$ cat src/logic/rdvs_pkg.sv
package rdvs_pkg;

  // =====================================================================
  // register map (byte addresses, one aligned word each)
  localparam logic [7:0] ADDR_CORE0  = 8'h00;
  localparam logic [7:0] ADDR_CORE1  = 8'h04;
  localparam logic [7:0] ADDR_BUCK3  = 8'h08;
  localparam logic [7:0] ADDR_BUCK4  = 8'h0C;
  localparam logic [7:0] ADDR_BUCK5  = 8'h10;
  localparam logic [7:0] ADDR_BOOST  = 8'h14;
  localparam logic [7:0] ADDR_LDO    = 8'h18;
  localparam logic [7:0] ADDR_STATUS = 8'h1C;
  localparam logic [7:0] ADDR_SETPT  = 8'h20;
  localparam int unsigned NUM_CFG    = 7;

  // =====================================================================
  // field positions
  localparam int unsigned SP_NORM_LSB  = 0;   // normal set point [4:0]
  localparam int unsigned SP_STBY_LSB  = 8;   // standby set point [12:8]
  localparam int unsigned SPEED_LSB    = 16;  // step speed [17:16]
  localparam int unsigned HIRNG_LSB    = 8;   // buck four range [9:8]
  localparam int unsigned SLOW_BIT     = 12;  // buck four 16 us pacing
  localparam int unsigned BST_V_LSB    = 0;
  localparam int unsigned BST_MN_LSB   = 2;
  localparam int unsigned BST_MS_LSB   = 4;
  localparam int unsigned LDO_FLD_W    = 3;   // {stby, mode, en} per ldo
  localparam int unsigned GPO_STBY_BIT = 24;
  localparam int unsigned SCP_EN_BIT   = 28;
  localparam int unsigned NUM_LDO      = 6;
  localparam int unsigned NUM_BUCK     = 5;

  // writable bits of each config word
  localparam logic [31:0] WMASK_CORE  = 32'h0003_1F1F;
  localparam logic [31:0] WMASK_B35   = 32'h0000_001F;
  localparam logic [31:0] WMASK_B4    = 32'h0000_131F;
  localparam logic [31:0] WMASK_BOOST = 32'h0000_003F;
  localparam logic [31:0] WMASK_LDO   = 32'h1103_FFFF;

  // =====================================================================
  // reset values
  localparam logic [31:0] RST_CORE  = 32'h0001_0000; // speed code 01
  localparam logic [31:0] RST_B35   = 32'h0000_0000;
  localparam logic [31:0] RST_BOOST = 32'h0000_0028; // 5.000 V, auto
  localparam logic [31:0] RST_LDO   = 32'h0000_0000;

  // =====================================================================
  // enumerations
  localparam logic [1:0] BST_OFF  = 2'h0;
  localparam logic [1:0] BST_PFM  = 2'h1;
  localparam logic [1:0] BST_AUTO = 2'h2;
  localparam logic [1:0] BST_PWM  = 2'h3;
  localparam logic [1:0] RESP_OKAY   = 2'h0;
  localparam logic [1:0] RESP_SLVERR = 2'h2;

  // ldo order: dac, usb two, general two (external), pll, general one,
  // usb (internal pass)
  localparam logic [5:0] LDO_EXT_MASK = 6'h07;
  localparam logic [5:0] LDO_SCP_MASK = 6'h37; // all but pll supply

  // =====================================================================
  // timing
  localparam int unsigned CLK_PERIOD_NS = 25;
  localparam int unsigned STEP_2US_NS   = 2000;
  localparam int unsigned STEP_4US_NS   = 4000;
  localparam int unsigned STEP_8US_NS   = 8000;
  localparam int unsigned STEP_16US_NS  = 16000;
  localparam logic [9:0] CYC_2US  = 10'(STEP_2US_NS / CLK_PERIOD_NS);
  localparam logic [9:0] CYC_4US  = 10'(STEP_4US_NS / CLK_PERIOD_NS);
  localparam logic [9:0] CYC_8US  = 10'(STEP_8US_NS / CLK_PERIOD_NS);
  localparam logic [9:0] CYC_16US = 10'(STEP_16US_NS / CLK_PERIOD_NS);

  // =====================================================================
  // carriers
  typedef struct packed {
    logic [5:0] on;
    logic [5:0] low_power;
    logic [5:0] pull_down;
  } rdvs_ldo_out_t;

  typedef struct packed {
    logic [1:0] voltage_select;
    logic [1:0] mode;
  } rdvs_boost_out_t;

endpackage : rdvs_pkg

$ cat src/logic/rdvs_top.sv
module rdvs_top (
  input  wire logic                      clk_i,
  input  wire logic                      rst_i,
  // axi4-lite slave
  input  wire logic [7:0]                s_axi_awaddr_i,
  input  wire logic                      s_axi_awvalid_i,
  output logic                           s_axi_awready_o,
  input  wire logic [31:0]               s_axi_wdata_i,
  input  wire logic [3:0]                s_axi_wstrb_i,
  input  wire logic                      s_axi_wvalid_i,
  output logic                           s_axi_wready_o,
  output logic [1:0]                     s_axi_bresp_o,
  output logic                           s_axi_bvalid_o,
  input  wire logic                      s_axi_bready_i,
  input  wire logic [7:0]                s_axi_araddr_i,
  input  wire logic                      s_axi_arvalid_i,
  output logic                           s_axi_arready_o,
  output logic [31:0]                    s_axi_rdata_o,
  output logic [1:0]                     s_axi_rresp_o,
  output logic                           s_axi_rvalid_o,
  input  wire logic                      s_axi_rready_i,
  // device side
  input  wire logic                      standby_i,
  input  wire logic                      system_reset_n_i,
  input  wire logic [1:0]                buck_current_limit_i,
  input  wire logic [5:0]                ldo_short_circuit_i,
  output logic [24:0]                    buck_setpoint_o,
  output logic [1:0]                     buck4_high_range_select_o,
  output logic [1:0]                     buck_power_good_pin_o,
  output rdvs_pkg::rdvs_boost_out_t      boost_o,
  output rdvs_pkg::rdvs_ldo_out_t        ldo_o,
  output logic                           gpo_force_low_o,
  output logic                           scp_event_o
);

  // =====================================================================
  // helpers

  // step interval in clock cycles for a two-bit speed code
  function automatic logic [9:0] speed_cycles(input logic [1:0] code);
    logic [9:0] c;
    case (code)
      2'h0: c = rdvs_pkg::CYC_2US;
      2'h1: c = rdvs_pkg::CYC_4US;
      2'h2: c = rdvs_pkg::CYC_8US;
      default: c = rdvs_pkg::CYC_16US;
    endcase
    return c;
  endfunction : speed_cycles

  // byte-lane merge limited to the writable bits
  function automatic logic [31:0] merge_wr(input logic [31:0] old,
                                           input logic [31:0] wd,
                                           input logic [3:0]  strb,
                                           input logic [31:0] wmask);
    logic [31:0] m;
    m = {{8{strb[3]}}, {8{strb[2]}}, {8{strb[1]}}, {8{strb[0]}}} & wmask;
    return (old & ~m) | (wd & m);
  endfunction : merge_wr

  // =====================================================================
  // axi write channel: address and data taken in either order
  logic [7:0]  awaddr_q;
  logic        aw_have_q;
  logic [31:0] wdata_q;
  logic [3:0]  wstrb_q;
  logic        w_have_q;
  logic        wr_fire;
  logic        wr_hit;

  assign wr_fire = aw_have_q && w_have_q && !s_axi_bvalid_o;

  // ready is low while a word is held, so each is taken exactly once
  always_ff @(posedge clk_i or posedge rst_i) begin
    if (rst_i) begin
      aw_have_q       <= 1'b0;
      w_have_q        <= 1'b0;
      awaddr_q        <= 8'h00;
      wdata_q         <= 32'h0000_0000;
      wstrb_q         <= 4'h0;
      s_axi_awready_o <= 1'b0;
      s_axi_wready_o  <= 1'b0;
    end else begin
      s_axi_awready_o <= !aw_have_q && !(s_axi_awvalid_i && s_axi_awready_o);
      s_axi_wready_o  <= !w_have_q && !(s_axi_wvalid_i && s_axi_wready_o);
      if (s_axi_awvalid_i && s_axi_awready_o) begin
        aw_have_q <= 1'b1;
        awaddr_q  <= s_axi_awaddr_i;
      end else if (wr_fire) begin
        aw_have_q <= 1'b0;
      end
      if (s_axi_wvalid_i && s_axi_wready_o) begin
        w_have_q <= 1'b1;
        wdata_q  <= s_axi_wdata_i;
        wstrb_q  <= s_axi_wstrb_i;
      end else if (wr_fire) begin
        w_have_q <= 1'b0;
      end
    end
  end

  // write response; unmapped or read-only words answer slave error
  always_ff @(posedge clk_i or posedge rst_i) begin
    if (rst_i) begin
      s_axi_bvalid_o <= 1'b0;
      s_axi_bresp_o  <= rdvs_pkg::RESP_OKAY;
    end else if (wr_fire) begin
      s_axi_bvalid_o <= 1'b1;
      s_axi_bresp_o  <= wr_hit ? rdvs_pkg::RESP_OKAY
                               : rdvs_pkg::RESP_SLVERR;
    end else if (s_axi_bready_i) begin
      s_axi_bvalid_o <= 1'b0;
    end
  end

  // =====================================================================
  // configuration words
  logic [31:0] cfg_q [rdvs_pkg::NUM_CFG];
  logic [2:0]  wr_idx;
  logic [31:0] wr_mask;
  logic [5:0]  scp_kill;
  logic [5:0]  ldo_en;

  // address decode for writes
  always_comb begin
    wr_hit  = 1'b1;
    wr_idx  = 3'h0;
    wr_mask = rdvs_pkg::WMASK_CORE;
    if (awaddr_q == rdvs_pkg::ADDR_CORE0) begin
      wr_idx = 3'h0;
    end else if (awaddr_q == rdvs_pkg::ADDR_CORE1) begin
      wr_idx = 3'h1;
    end else if (awaddr_q == rdvs_pkg::ADDR_BUCK3) begin
      wr_idx  = 3'h2;
      wr_mask = rdvs_pkg::WMASK_B35;
    end else if (awaddr_q == rdvs_pkg::ADDR_BUCK4) begin
      wr_idx  = 3'h3;
      wr_mask = rdvs_pkg::WMASK_B4;
    end else if (awaddr_q == rdvs_pkg::ADDR_BUCK5) begin
      wr_idx  = 3'h4;
      wr_mask = rdvs_pkg::WMASK_B35;
    end else if (awaddr_q == rdvs_pkg::ADDR_BOOST) begin
      wr_idx  = 3'h5;
      wr_mask = rdvs_pkg::WMASK_BOOST;
    end else if (awaddr_q == rdvs_pkg::ADDR_LDO) begin
      wr_idx  = 3'h6;
      wr_mask = rdvs_pkg::WMASK_LDO;
    end else begin
      wr_hit = 1'b0;
    end
  end

  // short circuit clears the enable bit only when protection is on
  always_comb begin
    for (int k = 0; k < rdvs_pkg::NUM_LDO; k++) begin
      ldo_en[k] = cfg_q[6][k*rdvs_pkg::LDO_FLD_W];
    end
    scp_kill = ldo_short_circuit_i & rdvs_pkg::LDO_SCP_MASK & ldo_en
             & {6{cfg_q[6][rdvs_pkg::SCP_EN_BIT]}};
  end

  // software writes; the hardware disable wins over a same-cycle write
  always_ff @(posedge clk_i or posedge rst_i) begin
    if (rst_i) begin
      cfg_q[0] <= rdvs_pkg::RST_CORE;
      cfg_q[1] <= rdvs_pkg::RST_CORE;
      cfg_q[2] <= rdvs_pkg::RST_B35;
      cfg_q[3] <= rdvs_pkg::RST_B35;
      cfg_q[4] <= rdvs_pkg::RST_B35;
      cfg_q[5] <= rdvs_pkg::RST_BOOST;
      cfg_q[6] <= rdvs_pkg::RST_LDO;
    end else begin
      for (int i = 0; i < rdvs_pkg::NUM_CFG; i++) begin
        if (wr_fire && wr_hit && (wr_idx == 3'(i))) begin
          cfg_q[i] <= merge_wr(cfg_q[i], wdata_q, wstrb_q, wr_mask);
        end
      end
      for (int k = 0; k < rdvs_pkg::NUM_LDO; k++) begin
        if (scp_kill[k]) begin
          cfg_q[6][k*rdvs_pkg::LDO_FLD_W] <= 1'b0;
        end
      end
    end
  end

  // one-cycle event toward the system interrupt controller
  always_ff @(posedge clk_i or posedge rst_i) begin
    if (rst_i) begin
      scp_event_o <= 1'b0;
    end else begin
      scp_event_o <= |scp_kill;
    end
  end

  // =====================================================================
  // set point sequencers, one per buck
  logic [4:0] target   [rdvs_pkg::NUM_BUCK];
  logic [9:0] interval [rdvs_pkg::NUM_BUCK];
  logic [4:0] cur_q    [rdvs_pkg::NUM_BUCK];
  logic [4:0] tgt_q    [rdvs_pkg::NUM_BUCK];
  logic [9:0] tmr_q    [rdvs_pkg::NUM_BUCK];
  logic [4:0] busy;

  // target and pacing selection per buck
  always_comb begin
    for (int b = 0; b < 2; b++) begin
      target[b] = standby_i ? cfg_q[b][rdvs_pkg::SP_STBY_LSB +: 5]
                            : cfg_q[b][rdvs_pkg::SP_NORM_LSB +: 5];
      interval[b] = speed_cycles(cfg_q[b][rdvs_pkg::SPEED_LSB +: 2]);
    end
    target[2]   = cfg_q[2][rdvs_pkg::SP_NORM_LSB +: 5];
    interval[2] = rdvs_pkg::CYC_4US;
    target[3]   = cfg_q[3][rdvs_pkg::SP_NORM_LSB +: 5];
    interval[3] = cfg_q[3][rdvs_pkg::SLOW_BIT] ? rdvs_pkg::CYC_16US
                                               : rdvs_pkg::CYC_8US;
    target[4]   = cfg_q[4][rdvs_pkg::SP_NORM_LSB +: 5];
    interval[4] = rdvs_pkg::CYC_4US;
    for (int b = 0; b < rdvs_pkg::NUM_BUCK; b++) begin
      busy[b] = (cur_q[b] != target[b]);
    end
  end

  // a changed target reloads the timer and stepping resumes from the
  // present point, so the output never jumps
  always_ff @(posedge clk_i or posedge rst_i) begin
    if (rst_i) begin
      for (int b = 0; b < rdvs_pkg::NUM_BUCK; b++) begin
        cur_q[b] <= 5'h00;
        tgt_q[b] <= 5'h00;
        tmr_q[b] <= 10'h000;
      end
    end else begin
      for (int b = 0; b < rdvs_pkg::NUM_BUCK; b++) begin
        tgt_q[b] <= target[b];
        if (!busy[b] || (target[b] != tgt_q[b])) begin
          tmr_q[b] <= interval[b] - 10'h001;
        end else if (tmr_q[b] == 10'h000) begin
          tmr_q[b] <= interval[b] - 10'h001;
          if (cur_q[b] < target[b]) begin
            cur_q[b] <= cur_q[b] + 5'h01;
          end else begin
            cur_q[b] <= cur_q[b] - 5'h01;
          end
        end else begin
          tmr_q[b] <= tmr_q[b] - 10'h001;
        end
      end
    end
  end

  // present set points and buck four range toward the analog side
  always_ff @(posedge clk_i or posedge rst_i) begin
    if (rst_i) begin
      buck_setpoint_o           <= 25'h000_0000;
      buck4_high_range_select_o <= 2'h0;
    end else begin
      buck_setpoint_o <= {cur_q[4], cur_q[3], cur_q[2], cur_q[1], cur_q[0]};
      buck4_high_range_select_o <= cfg_q[3][rdvs_pkg::HIRNG_LSB +: 2];
    end
  end

  // power good: low while stepping whatever the current limit says, and
  // outside stepping held low as long as the limit lasts
  always_ff @(posedge clk_i or posedge rst_i) begin
    if (rst_i) begin
      buck_power_good_pin_o <= 2'h0;
    end else begin
      for (int b = 0; b < 2; b++) begin
        buck_power_good_pin_o[b] <= !busy[b]
                                  && !buck_current_limit_i[b];
      end
    end
  end

  // =====================================================================
  // boost control; codes pass straight to the converter
  always_ff @(posedge clk_i or posedge rst_i) begin
    if (rst_i) begin
      boost_o <= '{voltage_select: 2'h0, mode: rdvs_pkg::BST_AUTO};
    end else begin
      boost_o.voltage_select <= cfg_q[5][rdvs_pkg::BST_V_LSB +: 2];
      boost_o.mode <= standby_i ? cfg_q[5][rdvs_pkg::BST_MS_LSB +: 2]
                                : cfg_q[5][rdvs_pkg::BST_MN_LSB +: 2];
    end
  end

  // =====================================================================
  // ldo truth tables
  logic [5:0] ldo_on;
  logic [5:0] ldo_lp;

  always_comb begin
    for (int k = 0; k < rdvs_pkg::NUM_LDO; k++) begin
      logic en, md, sb;
      en = cfg_q[6][k*rdvs_pkg::LDO_FLD_W];
      md = cfg_q[6][k*rdvs_pkg::LDO_FLD_W + 1];
      sb = cfg_q[6][k*rdvs_pkg::LDO_FLD_W + 2];
      if (rdvs_pkg::LDO_EXT_MASK[k]) begin
        // external pass: mode bit keeps it up in low power
        ldo_on[k] = en && (md || !(sb && standby_i));
        ldo_lp[k] = en && md && (!sb || standby_i);
      end else begin
        // internal pass: no low power state exists
        ldo_on[k] = en && !(sb && standby_i);
        ldo_lp[k] = 1'b0;
      end
    end
  end

  // operating state is output only; reads never see it
  always_ff @(posedge clk_i or posedge rst_i) begin
    if (rst_i) begin
      ldo_o           <= '{on: 6'h00, low_power: 6'h00, pull_down: 6'h3F};
      gpo_force_low_o <= 1'b0;
    end else begin
      ldo_o.on        <= ldo_on;
      ldo_o.low_power <= ldo_lp;
      ldo_o.pull_down <= ~ldo_on | {6{!system_reset_n_i}};
      gpo_force_low_o <= cfg_q[6][rdvs_pkg::GPO_STBY_BIT] && standby_i;
    end
  end

  // =====================================================================
  // axi read channel: one cycle after the address is taken
  logic [31:0] rd_word;
  logic        rd_hit;

  always_comb begin
    rd_hit  = 1'b1;
    rd_word = 32'h0000_0000;
    if (s_axi_araddr_i == rdvs_pkg::ADDR_CORE0) begin
      rd_word = cfg_q[0];
    end else if (s_axi_araddr_i == rdvs_pkg::ADDR_CORE1) begin
      rd_word = cfg_q[1];
    end else if (s_axi_araddr_i == rdvs_pkg::ADDR_BUCK3) begin
      rd_word = cfg_q[2];
    end else if (s_axi_araddr_i == rdvs_pkg::ADDR_BUCK4) begin
      rd_word = cfg_q[3];
    end else if (s_axi_araddr_i == rdvs_pkg::ADDR_BUCK5) begin
      rd_word = cfg_q[4];
    end else if (s_axi_araddr_i == rdvs_pkg::ADDR_BOOST) begin
      rd_word = cfg_q[5];
    end else if (s_axi_araddr_i == rdvs_pkg::ADDR_LDO) begin
      rd_word = cfg_q[6];
    end else if (s_axi_araddr_i == rdvs_pkg::ADDR_STATUS) begin
      rd_word = {3'h0, busy, 16'h0000, 6'h00, buck_power_good_pin_o};
    end else if (s_axi_araddr_i == rdvs_pkg::ADDR_SETPT) begin
      rd_word = {2'h0, 1'b0, cur_q[4], 1'b0, cur_q[3], 1'b0, cur_q[2],
                 1'b0, cur_q[1], 1'b0, cur_q[0]};
    end else begin
      rd_hit = 1'b0;
    end
  end

  // arready held low while a read answer waits for the master
  always_ff @(posedge clk_i or posedge rst_i) begin
    if (rst_i) begin
      s_axi_arready_o <= 1'b0;
      s_axi_rvalid_o  <= 1'b0;
      s_axi_rdata_o   <= 32'h0000_0000;
      s_axi_rresp_o   <= rdvs_pkg::RESP_OKAY;
    end else begin
      if (s_axi_arvalid_i && s_axi_arready_o) begin
        s_axi_arready_o <= 1'b0;
        s_axi_rvalid_o  <= 1'b1;
        s_axi_rdata_o   <= rd_word;
        s_axi_rresp_o   <= rd_hit ? rdvs_pkg::RESP_OKAY
                                  : rdvs_pkg::RESP_SLVERR;
      end else if (s_axi_rvalid_o) begin
        if (s_axi_rready_i) begin
          s_axi_rvalid_o  <= 1'b0;
          s_axi_arready_o <= 1'b1;
        end
      end else begin
        s_axi_arready_o <= 1'b1;
      end
    end
  end

endmodule : rdvs_top

$ cat config.mk
export PLATFORM = sky130hd
export DESIGN_NAME = rdvs_top
export DESIGN_NICKNAME = d
export VERILOG_FILES = /design/src/logic/rdvs_pkg.sv /design/src/logic/rdvs_top.sv
export SDC_FILE = /design/constraint.sdc
export NUM_CORES = 1
export LEC_CHECK = 0
export ABC_AREA = 1
export BUFFER_PORTS_ARGS = -buffer_cell sky130_fd_sc_hd__buf_4
export CORE_MARGIN = 4
export CORE_UTILIZATION = 50
export DETAILED_ROUTE_END_ITERATION = 8
export GPL_TIMING_DRIVEN = 0
export PLACE_DENSITY_LB_ADDON = 0.1
export SLEW_MARGIN = 5
export SYNTH_ARGS = -nofsm -noshare
export SYNTH_HDL_FRONTEND = slang
export SYNTH_SLANG_ARGS = --single-unit
export TNS_END_PERCENT = 100
$ cat constraint.sdc
create_clock -name clk_i -period 11.4 [get_ports clk_i]
set_input_delay 2.28 -clock clk_i [delete_from_list [all_inputs] [get_ports clk_i]]
set_output_delay 2.28 -clock clk_i [all_outputs]
set_load 0.01 [all_outputs]
-- Word-level counts from Yosys, hierarchy flattened
Index checks and enable logic that the tools add are counted.
Widths: inputs -> output; s select.
- flip-flop bits (word level): 461
- latch bits: 0
- memory bits (writable): 0
- bits in read-only memories: 0
- output and inout bits: 94
- memories kept: 0
- add/sub/neg operators: 18
- $mul: 0
- div/mod/pow operators: 0
- magnitude comparators: 5
- eq/ne operators: 35
- shift operators: 0
- multiplexer cells: 80
- bitwise operators: 26
- reduce and logical (&&, ||, !) cells: 94
- operators with widths (kind ; count):
    $and 32x32->32 ; 9
    $mux 29 ; 9
    $mux 32 ; 7
    $or 32x32->32 ; 7
    $mux 10 ; 11
    $sub 10x1->10 const B ; 8
    $pmux 10 s3 ; 2
    $eq 8x5->1 const B ; 7
    $logic_not 10->1 ; 5
    $ne 5x5->1 ; 10
    $logic_and 1x1->1 ; 36
    $mux 5 ; 7
    $mux 1 ; 33
    $eq 8x4->1 const B ; 4
    $not 32->32 ; 1
    $add 5x1->5 const B ; 5
    $lt 5x5->1 ; 5
    $sub 5x1->5 const B ; 5
    $logic_not 1->1 ; 22
    $mux 3 ; 7
    $reduce_bool 2->1 ; 9
    $eq 8x3->1 const B ; 2
    $logic_not 8->1 ; 2
    $mux 16 ; 1
    other kinds (17) ; 44

-- Logic depth before layout (Yosys ltp)
- depth in word-level cells: 14
- depth in mapped cells: 16

-- Worst setup path before layout
OpenSTA, ideal clock, no wires.
- path kind: input to register
- start: input port standby_i
- end: register cur_q[24] (netlist bit)
- data arrival time: 4.393 ns
- data required time: 11.283 ns
- setup slack: 6.890 ns
- stages: 15
- path buffers: 1
- cells stage by stage: buf_4 -> o21ai_2 -> inv_1 -> ha_1 -> nand2_1 -> nor2_1 -> nand2_1 -> o211ai_1 -> fa_1 -> a21oi_1 -> nor2_1 -> nor2_1 -> xnor3_1 -> nand2_1 -> nand2_1
- RTL lines (item ; RTL line ; text):
    from (decl) ; rdvs_top.sv:23 ; input wire logic standby_i,
    to (signal, indexed assignment) ; rdvs_top.sv:240 ; cur_q[b] <= cur_q[b] + 5'h01;
    to (signal, indexed assignment) ; rdvs_top.sv:242 ; cur_q[b] <= cur_q[b] - 5'h01;
    to (decl) ; rdvs_top.sv:199 ; logic [4:0] cur_q [rdvs_pkg::NUM_BUCK];

-- Final worst setup path
- start: input port standby_i
- end: register cur_q[24] (netlist bit)
- cells in the longest elaborated chain, start to end: 6
- elaborated cells between the ends (all ways): 9
- ends and longest elaborated chain (item ; RTL line ; text):
    $mux 5 * ; rdvs_top.sv:207 ; target[b] = standby_i ? cfg_q[b][rdvs_pkg::SP_STBY_LSB +: 5]
    parallel branches: the longest is 5 deep, another holds $lt 5x5->1 ; -- ;
Every way passes the cells marked *.
A chain may end at the register's enable or synchronous reset.

==> results by group <==
Route
  – Final wirelength: 40670 µm
  – Detail Route Antenna Nets: 0
  – Remaining DRCs: 0
  – DR WL/cell: about 17 µm
  – Via count: between 10000 and 15000
  – Pre-antenna DRT Iters: 5
  – Iter 0 DRT Violations: 762
  – DR vias/cell: slightly above 5

Critical path
  – Worst path required time: ~12 ns
  – Worst-path cell chain: buf_4 > buf_4 > o21ai_1 > ha_1 > nand2_1 > nor2_1 > nand2_1 > o211ai_1 > fa_1 > a21oi_1 > nor2_1 > nor2_1 > xnor3_1 > nand2_1 > nand2_1
  – Crit-path max cell delay: between 0.4 and 0.5 ns
  – Nature of the critical path startpoint: input port
  – Critical path origin: standby_i
  – CP max FO: 10
  – Slowest-stage cell, CP: fa_1
  – CP dominant cell by count: nand2_1
  – Critical Path End Type: flop
  – Kind of critical path: input port to flop
  – Data arrival, critical path: roughly 5.0 ns

Global route
  – Most used routing layer in global routing: met2
  – Grt met3 use: about 3.9%
  – Largest net degree at the start of global routing: 41
  – Met2 Usage GRT: 38.35%
  – Initial antenna violation count: 2
  – Met1 global-route usage: 33.06%
  – Grt ovf: 0
  – Total track usage: 23.47%
  – Vias in the first global route: 12130
  – First-pass GRT wire length: roughly 66000 µm

STA
  – Actual slew at the worst max-slew pin: between 0.9 and 1 ns
  – Hold slack: ~0.42 ns
  – Final Hold Viols: 0
  – Setup TNS: 0 ns
  – Setup Skew: ~0.014 ns
  – Final worst slack: between 6 and 7 ns
  – Setup violators final: 0
  – Max Clk Rate: ~0.22 GHz
  – Min cycle time layout: ~4.6 ns
  – Worst slew margin: a little over a third
  – RSZ-0062 raised after global routing: no
  – Tcrit/Tclk final: 40.47%
  – Max-slew violation count: 0

Floorplanning
  – Site row count: 65
  – # IOs: between 150 and 200
  – Die area: approximately 0.035 mm²
  – Die Y: ~190 µm
  – Starting density of the core: 50.87%
  – Die width: between 150 and 200 µm
  – Core region area: about 0.032 mm²

Synthesis
  – Top cells by area, synth: dfrtp_1 54%, nand2_1 9.4%, inv_1 4.6%
  – Netlist Area Pre-Place: approximately 0.016 mm²
  – Synthesized area per cell: between 9 and 10 µm²
  – Synth top area share: between 50% and 60%
  – Post-synthesis register bit count: 359
  – Asr flop ratio synth: 100.0%
  – Post-synth top area cell: dfrtp_1
  – Synth warnings: 0
  – Synth cell count leaders: 404 x nand2_1, 348 x dfrtp_1, 199 x inv_1, 134 x nor2_1, 109 x o21ai_0
  – Synth cell types: 54
  – Seq/Total Area, Yosys: 55.91%
  – Most common cell in the netlist: nand2_1
  – Primary FF master, synth: dfrtp_1
  – Cells after synthesis: 1757
  – EDFF count, synth: 0

Layout
  – Area Overhead vs Synth: 18.97%
  – Util after Layout: between 60% and 70%
  – Fraction of layout cells with a size suffix above 1: 14.98%
  – Layout Nets: between 2000 and 2500
  – Fin cells: between 2000 and 2500
  – Design Area, Final: 0.01915 mm²
  – # diodes: 0

Clocking
  – Clock Pin Slew Worst Setup and Hold Paths: 0.06 ns
  – H-Tree Depth: 2
  – Clock Sinks: between 300 and 400
  – TritonCTS buffer count: 39
  – Post_cts resized: 0
  – CTS tree: built
  – Root Buffer: clkbuf_16
  – CTS max path bufs: 3
  – Post-CTS Hold Fix Bufs: 0
  – Postcts setup bufs: 0
  – Worst skew pair latency: between 0.5 and 0.6 ns

Outcome
  – Status: complete, no violations

Placement
  – IO Port Bufs: 140
  – Placed cells: approximately 2300
  – Gpl congestion: 0.9074
  – DP Wirelength: 30610 µm
  – Post-Place Worst Slack: 6.293 ns
  – Placed cell areas: about 0.018 mm²

Pwr
  – Post-layout power: roughly 3.4 mW
  – Worst vdd ir: about 0.14 mV
  – Pwr per Cell Area: 178.2 mW/mm²
  – P_leak: between 9 and 10 nW

Flow run
  – Max-cap violations: 0

Worst hold path
  – Worst min path class: flop to flop
  – HP Start: cur_q[9]
## where the power goes
| group | leakage (nW) | internal (mW) | switching, mW | total, mW |
|---|---|---|---|---|
| clock | 0.626 | 0.737 | 0.499 | 1.24 |
| sequential | 4.66 | 1.41 | 0.0997 | 1.51 |
| combinational | 4.48 | 0.244 | 0.422 | 0.666 |
| total | 9.76 | 2.39 | 1.02 | 3.41 |
## placed cells by master, fill, tap and decap left out, drive strengths merged, types with 3 or more instances in the layout
master  synthesis  layout
a211oi          4       4
a21oi          81      81
a31oi           6       6
buf            23     173
clkbuf         86     145
clkinv          1       9
conb            1       9
dfrtp         348     348
dfstp          11      11
fa              5       5
ha             55      55
inv           203     202
mux2           13      13
nand2         410     410
nand3          65      65
nand3b          7       7
nand4          21      21
nor2          141     141
nor3           20      20
nor3b           4       4
o211ai         14      14
o21a            3       3
o21ai         137     137
or2            17      17
xnor2          18      18
xor2           44      44
## layout make-up
cell class              count  area [µm²]
clock inverters             9       73.82
clock buffers              59        1184
flip-flops and latches    359        8997
inverters                 204       769.5
fillers                  2751       12490
plain buffers             109       474.2
repair buffers            150        1259
multi-input cells        1093        5886
well taps                 402       503.0
## critical path: cells and delay by family
kind                     cells  cell delay (ns)
AO/OA/AOI/OAI                3             0.79
AND/OR/NAND/NOR              7             0.50
buffers and inverters        2             0.31
adder cells (fa/ha/maj)      2             0.82
XOR/XNOR                     1             0.31
## logic make-up (layout without fill, tap and decap cells)
group | count (synthesis) | count (layout) | share of synthesized area [%]
simple gates | 690 | 690 | 18.14
flops | 359 | 359 | 55.91
buf+inv | 313 | 531 | 7.705
compound gates | 255 | 255 | 8.638
xor+xnor | 64 | 64 | 3.654
fa+ha+maj | 60 | 60 | 4.898
mux | 15 | 15 | 1.034
other cells | 1 | 9 | 0.02330
## routing by layer
metal / wire [µm] / part of all wire (%)
met5: 13 / 0.032
met3: 2593 / 6.4
met1: 18080 / 44
met2: 18970 / 47
met4: 1018 / 2.5
## final timing paths
path                                        to  slack [ns]  depth (start not counted)
max                                  cur_q[24]        6.79                         15
min                        buck_setpoint_o[19]        0.42                          0
max reg2reg                          cur_q[24]        8.45                         13
min reg2reg                buck_setpoint_o[19]        0.42                          0
max in group asynchronous  buck_setpoint_o[18]        8.54                          5
min in group asynchronous            tmr_q[41]        1.76                          2
Note: power is estimated with default switching activity, not from simulation.
